### src/rtl/access_monitor_pkg.sv
// Constants for the forbidden-access reset monitor: register map, field
// positions, reset values and the address regions of the access map.
// Assumes a 20-bit CPU address space and a 32-bit AHB-Lite register bus.
package access_monitor_pkg;

    // ==========================================================
    // Register map
    localparam logic [31:0] ACCESS_MONITOR_CONTROL_ADDR = 32'h000F0078;
    localparam logic [31:0] IRQ_STATUS_ADDR = 32'h000F0080;
    localparam logic [31:0] IRQ_MASK_ADDR = 32'h000F0084;
    localparam logic [31:0] MONITOR_STATE_ADDR = 32'h000F0088;
    localparam logic [7:0] CONTROL_RESET = 8'h00;
    localparam logic [7:0] CONTROL_WRITABLE = 8'hB7;
    localparam int DETECT_ON_BIT = 7;
    localparam logic [1:0] IRQ_RESET = 2'h0;
    localparam int IRQ_VIOLATION_BIT = 0;
    localparam int IRQ_BLOCKED_CLEAR_BIT = 1;

    // ==========================================================
    // Access map
    localparam int ADDR_W = 20;
    localparam logic [19:0] SFR_LO = 20'hFFF00;
    localparam logic [19:0] SFR_HI = 20'hFFFFF;
    localparam logic [19:0] RSV_HIGH_LO = 20'hF8000;
    localparam logic [19:0] RSV_HIGH_HI = 20'hFDEFF;
    localparam logic [19:0] MIRROR_LO = 20'hF2000;
    localparam logic [19:0] MIRROR_HI = 20'hF7FFF;
    localparam logic [19:0] SFR2_LO = 20'hF0000;
    localparam logic [19:0] SFR2_HI = 20'hF07FF;
    localparam logic [19:0] RSV_LOW_LO = 20'h10000;
    localparam logic [19:0] RSV_LOW_HI = 20'hEEFFF;
    localparam logic [19:0] CODE_HI = 20'h07FFF;

    // Kind of CPU access.
    typedef enum logic [1:0] {
        ACC_FETCH = 2'b00,
        ACC_READ = 2'b01,
        ACC_WRITE = 2'b11
    } access_kind_e;

endpackage

### src/rtl/access_map_check.sv
// Combinational classifier of one CPU access against the access map.
// Assumes address and kind are stable in the cycle the access is issued.
`timescale 1ns/1ns
`default_nettype none
module access_map_check (
    // Access
    input wire logic [access_monitor_pkg::ADDR_W-1:0] addr,
    input wire logic [1:0] kind,
    // Verdict
    output logic forbidden
);
    import access_monitor_pkg::*;

    function automatic logic in_range(input logic [19:0] a, input logic [19:0] lo,
                                      input logic [19:0] hi);
        in_range = (a >= lo) && (a <= hi);
    endfunction

    logic is_fetch;
    logic is_write;

    always_comb begin
        is_fetch = (kind == ACC_FETCH);
        is_write = (kind == ACC_WRITE);
        forbidden = 1'b0;
        if (in_range(addr, SFR_LO, SFR_HI) && is_fetch) begin
            forbidden = 1'b1; // RL7
        end
        if (in_range(addr, RSV_HIGH_LO, RSV_HIGH_HI)) begin
            forbidden = 1'b1; // RL8
        end
        if (in_range(addr, MIRROR_LO, MIRROR_HI) && (is_fetch || is_write)) begin
            forbidden = 1'b1; // RL9
        end
        if (in_range(addr, SFR2_LO, SFR2_HI) && is_fetch) begin
            forbidden = 1'b1; // RL10
        end
        if (in_range(addr, RSV_LOW_LO, RSV_LOW_HI)) begin
            forbidden = 1'b1; // RL11
        end
        // Code storage fetches and reads stay allowed; everything else not
        // listed above is allowed too, so no spurious reset is raised.
        if (addr <= CODE_HI && !is_write) begin
            forbidden = 1'b0; // RL12 RL14
        end
    end

endmodule
`default_nettype wire

### src/rtl/access_monitor.sv
// Forbidden-access reset monitor with its AHB-Lite control registers.
// Assumes the CPU access port and the option strap are in the hclk domain.
//
// What this block does
// RL1: While detection is active, a forbidden CPU access requests an internal reset.
// RL2: Control bit 7 enables detection of forbidden accesses.
// RL3: Detection enable is set-only; writing zero never clears it before reset.
// RL4: Watchdog option at one forces detection on regardless of the bit.
// RL5: Any reset returns the control register to zero.
// RL6: Software updates the control register only with byte-wide writes; the block takes hwdata[7:0] from a write of any hsize.
// RL7: Fetch from the top 256-byte register window is forbidden.
// RL8: Any access to F8000 through FDEFF is forbidden.
// RL9: Fetches and writes in the mirror F2000 through F7FFF are forbidden.
// RL10: Fetch from the extended register window F0000 through F07FF is forbidden.
// RL11: Any access to 10000 through EEFFF is forbidden.
// RL12: Fetches and reads in code storage up to 07FFF are allowed.
// RL13: Classify each access in its issue cycle; reset request is one-cycle pulse.
// RL14: Regions with unknown permissions are treated as allowed.
`timescale 1ns/1ns
`default_nettype none
module access_monitor (
    // Clock, reset and enable
    input wire logic hclk,
    input wire logic hresetn,
    input wire logic clk_en,
    // AHB-Lite slave
    input wire logic hsel,
    input wire logic [31:0] haddr,
    input wire logic [1:0] htrans,
    input wire logic hwrite,
    input wire logic [2:0] hsize,
    input wire logic [31:0] hwdata,
    input wire logic hready,
    output logic [31:0] hrdata,
    output logic hreadyout,
    output logic hresp,
    // CPU access port
    input wire logic cpu_valid,
    input wire logic [access_monitor_pkg::ADDR_W-1:0] cpu_addr,
    input wire logic [1:0] cpu_kind,
    // Option strap
    input wire logic watchdog_run_option,
    // Results
    output logic reset_request,
    output logic irq,
    output logic [7:0] access_monitor_control_out
);
    import access_monitor_pkg::*;

    // ==========================================================
    // State
    typedef struct packed {
        logic [7:0] access_monitor_control;
        logic [1:0] irq_status;
        logic [1:0] irq_mask;
        logic dp_write;
        logic [31:0] dp_addr;
        logic [31:0] hrdata;
        logic reset_request;
        logic irq;
        logic [19:0] last_addr;
        logic [1:0] last_kind;
    } state_s;

    state_s r;
    state_s next_r;

    logic forbidden;
    logic opt_meta;
    logic opt_sync;
    logic detect_active;
    logic addr_phase;
    logic [7:0] wbyte;
    logic [1:0] events;

    // ==========================================================
    // Option strap synchroniser
    // The strap is a pin; only the second stage feeds any logic.
    always_ff @(posedge hclk or negedge hresetn) begin
        if (!hresetn) begin
            opt_meta <= 1'b0;
            opt_sync <= 1'b0;
        end else if (clk_en) begin
            opt_meta <= watchdog_run_option;
            opt_sync <= opt_meta;
        end
    end

    access_map_check u_map (
        .addr(cpu_addr),
        .kind(cpu_kind),
        .forbidden(forbidden)
    );

    function automatic logic [31:0] read_mux(input state_s s, input logic [31:0] a,
                                             input logic opt);
        read_mux = 32'h00000000;
        unique case (a)
            ACCESS_MONITOR_CONTROL_ADDR: read_mux = {24'h000000, s.access_monitor_control};
            IRQ_STATUS_ADDR: read_mux = {30'h00000000, s.irq_status};
            IRQ_MASK_ADDR: read_mux = {30'h00000000, s.irq_mask};
            MONITOR_STATE_ADDR: read_mux = {9'h000, opt, s.last_kind, s.last_addr};
            default: read_mux = 32'h00000000;
        endcase
    endfunction

    // ==========================================================
    // Next-state logic
    always_comb begin
        next_r = r;
        detect_active = r.access_monitor_control[DETECT_ON_BIT] || opt_sync; // RL2 RL4
        addr_phase = hsel && hready && htrans[1];
        wbyte = hwdata[7:0];
        events = 2'h0;

        next_r.reset_request = 1'b0;
        if (cpu_valid && forbidden && detect_active) begin
            next_r.reset_request = 1'b1; // RL1 RL13
            next_r.last_addr = cpu_addr;
            next_r.last_kind = cpu_kind;
            events[IRQ_VIOLATION_BIT] = 1'b1;
        end

        // Data phase of a write captured in the previous cycle.
        if (r.dp_write) begin
            unique case (r.dp_addr)
                ACCESS_MONITOR_CONTROL_ADDR: begin
                    // Byte-wide update of the writable fields; the enable only sets.
                    next_r.access_monitor_control = (wbyte & CONTROL_WRITABLE)
                        | (r.access_monitor_control & 8'h80); // RL3 RL6
                    if (!wbyte[DETECT_ON_BIT] && r.access_monitor_control[DETECT_ON_BIT]) begin
                        events[IRQ_BLOCKED_CLEAR_BIT] = 1'b1;
                    end
                end
                IRQ_STATUS_ADDR: next_r.irq_status = r.irq_status & ~hwdata[1:0];
                IRQ_MASK_ADDR: next_r.irq_mask = hwdata[1:0];
                default: next_r.irq_mask = next_r.irq_mask;
            endcase
        end
        // A new event wins over a write-one-to-clear in the same cycle.
        next_r.irq_status = next_r.irq_status | events;
        next_r.irq = |(next_r.irq_status & next_r.irq_mask);

        next_r.dp_write = addr_phase && hwrite;
        if (addr_phase) begin
            next_r.dp_addr = haddr;
            next_r.hrdata = read_mux(r, haddr, opt_sync);
        end
    end

    // ==========================================================
    // State register
    always_ff @(posedge hclk or negedge hresetn) begin
        if (!hresetn) begin
            r.access_monitor_control <= CONTROL_RESET; // RL5
            r.irq_status <= IRQ_RESET;
            r.irq_mask <= IRQ_RESET;
            r.dp_write <= 1'b0;
            r.dp_addr <= 32'h00000000;
            r.hrdata <= 32'h00000000;
            r.reset_request <= 1'b0;
            r.irq <= 1'b0;
            r.last_addr <= 20'h00000;
            r.last_kind <= 2'h0;
        end else if (clk_en) begin
            r <= next_r;
        end
    end

    assign hrdata = r.hrdata;
    assign hreadyout = 1'b1;
    assign hresp = 1'b0;
    assign reset_request = r.reset_request;
    assign irq = r.irq;
    assign access_monitor_control_out = r.access_monitor_control;

endmodule
`default_nettype wire

### config.mk
export PLATFORM = sky130hd
export DESIGN_NAME = access_monitor
export DESIGN_NICKNAME = d
export VERILOG_FILES = /design/src/rtl/access_monitor_pkg.sv /design/src/rtl/access_map_check.sv /design/src/rtl/access_monitor.sv
export SDC_FILE = /design/constraint.sdc
export NUM_CORES = 1
export LEC_CHECK = 0
export ABC_CLOCK_PERIOD_IN_PS = 2600
export BUFFER_PORTS_ARGS = -buffer_cell sky130_fd_sc_hd__buf_2
export CORE_MARGIN = 4
export CORE_UTILIZATION = 51
export DETAILED_ROUTE_END_ITERATION = 8
export GPL_ROUTABILITY_DRIVEN = 1
export PLACE_DENSITY = 0.9
export REMOVE_ABC_BUFFERS = 1
export SKIP_LAST_GASP = 1
export SLEW_MARGIN = 25
export SYNTH_ARGS = -nofsm -noshare
export SYNTH_HDL_FRONTEND = slang
export SYNTH_SLANG_ARGS = --single-unit
### constraint.sdc
create_clock -name hclk -period 2.6 [get_ports hclk]
set_clock_uncertainty 0.05 [all_clocks]
set_input_delay 0.39 -clock hclk [delete_from_list [all_inputs] [get_ports hclk]]
set_output_delay 0.39 -clock hclk [all_outputs]
set_load 0.02 [all_outputs]
## Word-level counts from Yosys, hierarchy flattened

Cells that the tools add are included.
W data, S select, Z words.

- Flip-flop bits (word level): 103
- Bits of input ports: 99
- Output and inout port bits: 44
- Logic and storage cells: 74

- $lt $le $gt $ge: 11
- Equality and inequality tests: 8
- Multiplexer cells: 14
- Bitwise operators: 5
- Reduce and logical (&&, ||, !) cells: 24

Operator list:

| kind | count |
|---|---|
| $eq A32 B20 Y1 const B | 7 |
| $le A20 B20 Y1 const B | 5 |
| $pmux W23 S4 | 1 |
| $ge A20 B20 Y1 const B | 4 |
| $ge A20 B17 Y1 const B | 1 |
| $le A20 B15 Y1 const B | 1 |
| $logic_and A1 B1 Y1 | 15 |
| $mux W1 | 10 |
| $or A8 B8 Y8 | 1 |
| $and A2 B2 Y2 | 2 |
| $mux W2 | 2 |
| $mux W4 | 1 |
| $reduce_and A2 Y1 | 2 |
| $reduce_and A3 Y1 | 1 |
| $eq A2 B2 Y1 const B | 1 |
| $logic_not A1 Y1 | 2 |
| $logic_not A2 Y1 | 1 |
| $logic_or A1 B1 Y1 | 2 |
| $not A2 Y2 | 1 |
| $or A2 B2 Y2 | 1 |
| $reduce_or A2 Y1 | 1 |

## Logic depth before layout (Yosys ltp)

- Depth in word-level cells: 15
- Depth in mapped cells: 10

## Hierarchy

A second synthesis with hierarchy kept.

- Cell total of the unflattened synthesis: 453
- Area, all modules: 4445.5 um^2

By module, submodules not included:

| module | times used | cells an instance | area each (um^2) | sequential area each (um^2) |
|---|---|---|---|---|
| access_monitor | 1 | 434 | 4324.1 | 2302.2 |
| access_map_check | 1 | 19 | 121.4 | 0.0 |

## Worst setup path after synthesis

OpenSTA, ideal clock, no wires.

- Path kind: input port to flip-flop
- From: in cpu_kind[0]
- To: reg r[10] (netlist name)
- Setup time: 0.125 ns
- Arrival time: 1.937 ns
- Path slack: 0.487 ns
- Stages on the path: 9
- Path buffers: 2
- Cells stage by stage: inv_1 ha_1 or4b_1 o211ai_1 a22oi_1 o32a_1 buf_6 buf_6 mux2_4

- Longest elaborated chain between the ends: 11
- Elaborated cells between the ends (all ways): 17
- Classes of those cells: eq/ne (1); mux (6); reduce/logical (10)

RTL lines:

| element | line | RTL |
|---|---|---|
| start, declared | access_monitor.sv:40 | `input wire logic [1:0] cpu_kind,` |
| $logic_not A2 Y1 | access_map_check.sv:23 | `is_fetch = (kind == ACC_FETCH);` |
| $logic_and A1 B1 Y1 | access_map_check.sv:26 | `if (in_range(addr, SFR_LO, SFR_HI) && is_fetch) begin` |
| $mux W1 | access_map_check.sv:26 |  |
| $mux W1 | access_map_check.sv:29 | `if (in_range(addr, RSV_HIGH_LO, RSV_HIGH_HI)) begin` |
| $mux W1 | access_map_check.sv:32 | `if (in_range(addr, MIRROR_LO, MIRROR_HI) && (is_fetch \|\| is_write)) begin` |
| $mux W1 | access_map_check.sv:35 | `if (in_range(addr, SFR2_LO, SFR2_HI) && is_fetch) begin` |
| $mux W1 | access_map_check.sv:38 | `if (in_range(addr, RSV_LOW_LO, RSV_LOW_HI)) begin` |
| $mux W1 (*) | access_map_check.sv:43 | `if (addr <= CODE_HI && !is_write) begin` |
| $logic_and A1 B1 Y1 (*) (2 in series) | access_monitor.sv:117 | `if (cpu_valid && forbidden && detect_active) begin` |
| $reduce_and A2 Y1 (no line) (*) | n/a |  |
| end signal, assigned | access_monitor.sv:166 | `r <= next_r;` |
| end, declared | access_monitor.sv:65 | `state_s r;` |

Mark *: on every way between the ends. The rest lies on a longest branch, timed or not.
A chain may end at the register's enable or synchronous reset.

## Worst setup path in the final report

- From: reg r[65] (netlist name)
- To: reg r, in the netlist access_monitor_control_out[1]

- Longest elaborated chain between the ends: 2

RTL lines:

| element | line | RTL |
|---|---|---|
| $eq A32 B20 Y1 | access_monitor.sv:126 | `unique case (r.dp_addr)` |
| $reduce_and A3 Y1 (no line) | n/a |  |

Every way passes these cells.

==> flow_metrics.tcl <==
set metrics [dict create \
    worst-path-stages 5 \
    slew_violations 0 \
    cts_buffers 9 \
    intPower_mw 2.29 \
    ys_types 45 \
    antenna_found_initial 0 \
    synthTopCellsByArea "dfrtp_1 54%, mux2_2 13%, buf_4 7.5%" \
    slowest_delay_ns 0.39 \
    nets 516 \
    yosys_register_bits 92 \
    grt_pass1_wl_um 15100 \
    power_density_nw_per_um2 647 \
    cts.sinks 92 \
    hpwlAfterDp_um 7010 \
    grt_max_degree 58 \
    p_sw_share_pct 26.9 \
    grt_pass1_vias 3061 \
    path_cells "nor4b_1 > nand4_1 > nor3_2 > nand3_1 > mux2_2" \
    rr_startpoint "r[65]" \
    drt-pass1-iter-count 4 \
    ios 143 \
    syn_area_per_cell_um2 12.7 \
    p_sw_uw 841 \
    layout-drive-gt1-share_pct 44.3 \
    critical_path.top_delay_family "simple AND/OR/NAND/NOR gates" \
    drt_iter0_drc 149 \
    cp.required_ns 2.79 \
    area_growth_pct 12.5 \
    die_area_um2 9970 \
    hold_buffers 1 \
    hold_class "in2reg" \
    tightest_slew_ns 0.608 \
    viasPerCell 5.51 \
    end_kind "flop" \
    post_cts_resized 0 \
    grtUsageTotal_pct 19.3 \
    layout_common_cells "98 x buf_2, 92 x dfrtp_1, 48 x mux2_2, 17 x a22o_1, 14 x nand2_1" \
    rr_worst_depth 5 \
    multi_input_area_um2 1610 \
    route.detailed.drc 0 \
    arrival_ns 2.48 \
    diodes 0 \
    seq_area_um2 2300 \
    p_seq_share_pct 57.3 \
    fillers 665 \
    syn-instance-count 340 \
    reg2reg_slack_ns 0.31 \
    finalWirelength_um 9340 \
    cp-startpoint "r[65]" \
    clk_latency_ns 0.35 \
    die_height_um 99.9 \
    outcome "finished clean" \
    rsz0062_at_grt "false" \
    period_share_pct 88.1 \
    final.setup.tns_ns 0 \
    yosysWarnings 0 \
    die_x_um 99.9 \
    slowest_stage "dfrtp_1" \
    setup_viol 0 \
    p_leak_nw 2.38 \
    combinationalPowerShare_pct 15.4 \
    path_class "reg2reg" \
    startpoint_type "flop" \
    cts_tree "built" \
    grt-ovfl-total 0 \
    p_total_mw 3.13 \
    start_util_pct 52.4 \
    synth_top_area_cell "dfrtp_1" \
    detail-route-antenna-nets 0 \
    htreeDepth 3 \
    path_clk_slew_ns 0.09 \
    root_buffer "clkbuf_8" \
    slew_headroom_pct 59.4 \
    post_cts_buffers 0 \
    maxCapViolations 0 \
    r2r-end "access_monitor_control_out[1]" \
    final_common_cell "buf_2" \
    critPathMaxFanout 5 \
    clock_path_buffers 2 \
    rows 33 \
    avgRoutedWirePerCell_um 17.8 \
    fin_crit_ns 2.29 \
    timing.fmax_mhz 437 \
    ir_worst_vdd_mv 0.263 \
    port_buffers 99 \
    gp_congestion 0.877 \
    core_um2 8220 \
    vias 2892 \
    pwr-share-clk_pct 27.3 \
    crit_end "access_monitor_control_out[1]" \
    final_hold_viol_count 0 \
    synth.top_cell.area_share_pct 53.5 \
    synth-seq-area-share_pct 53.5 \
    critPathBufInv 0 \
    syn_area_um2 4300 \
]
flip-flops by register name (all words and copies together), names as in the netlist:
signal and cells:
reset_request 1, opt_meta 1, irq 1, access_monitor_control_out 6
r 59, opt_sync 1, hrdata 23
per-layer routing:
layer | wire [µm] | share of wire [%] | track usage [%]
met4 | 278 | 3.0 | 10.7
met2 | 4860 | 52 | 31.6
met1 | 3800 | 41 | 24.3
met3 | 404 | 4.3 | 3.61
met5 | 0 | 0 | 0
synth_stat cells (all sizes together):
cell type / number
buf: 48
mux2: 61
a21o: 1
and4: 1
o21a: 1
and2: 2
or4b: 2
conb: 2
o22ai: 1
a31oi: 2
clkbuf: 6
ha: 2
nor2b: 2
nand3: 5
nor2: 7
o2bb2ai: 1
dfrtp: 92
a2111o: 1
a22oi: 7
inv: 9
a41oi: 1
nor4b: 3
a41o: 1
o41ai: 1
nand4: 6
a22o: 17
a21oi: 3
nand3b: 1
nor3b: 1
o32a: 1
and3: 1
o211ai: 2
nand2: 14
nor3: 5
mux2i: 4
o21ai: 13
nor4: 9
nand4b: 1
and2b: 1
and4b: 2
cell type report:
cell class	count	area share [%]
flip-flops and latches	92	47.5
clock inverters	7	1.06
multi-input cells	196	33.3
well taps	105	2.71
repair buffers	107	12.1
clock buffers	9	2.56
inverters	9	0.698
worst reg2reg max path, delay by kind of cell, from the launching register on:
kind / cells / cell delay, ns
DFF: 1 / 0.39
and+or+nand+nor: 4 / 1.37
muxes: 1 / 0.38
worst min path at each step:
stage	startpoint	to	slack, ns	depth (start not counted)
6_report	cpu_addr[6]	r[8]	0.21	2
5_1_grt	cpu_addr[5]	r[7]	0.20	2
4_1_cts	cpu_addr[6]	r[8]	0.20	2
3_5_place_dp	hresetn	r[5]	0.40	1
3_3_place_gp	hresetn	hrdata[9]	0.38	1
2_1_floorplan	hresetn	access_monitor_control_out[0]	0.04	0
cell families (layout without fill, tap and decap cells):
group / count (synthesis) / count (layout) / share of synthesized area (%)
AOI/OAI and AO/OA: 53 / 53 / 9.01
DFF: 92 / 92 / 53.5
muxes: 65 / 65 / 18.0
adders and majority gates: 2 / 2 / 0.581
buffers and inverters: 63 / 132 / 9.94
other: 2 / 13 / 0.175
and+or+nand+nor: 63 / 63 / 8.75
through the flow:
step           worst slack, ns  hold slack [ns]  cells  instance area (µm²)  util [%]
3_5_place_dp             0.262            0.398    508                 4660      56.7
4_1_cts                  0.291            0.195    525                 4840      58.9
2_1_floorplan           -0.469           0.0444    297                 3950         -
5_1_grt                 0.0799            0.202    525                 4840      58.9
6_report                 0.310            0.213    525                 4840      58.9
3_3_place_gp             0.312            0.380    508                 4660      56.7
power groups by stage:
stage               Clock, mW  Combinational, mW  Sequential (mW)
floorplan                   0              0.324             1.78
detailed placement          0              0.483             1.82
finish                  0.857              0.482             1.79
global route            0.943              0.529             1.82
global placement            0              0.460             1.80
CTS                     0.888              0.486             1.79
Note: power is estimated with default switching activity, not from simulation.
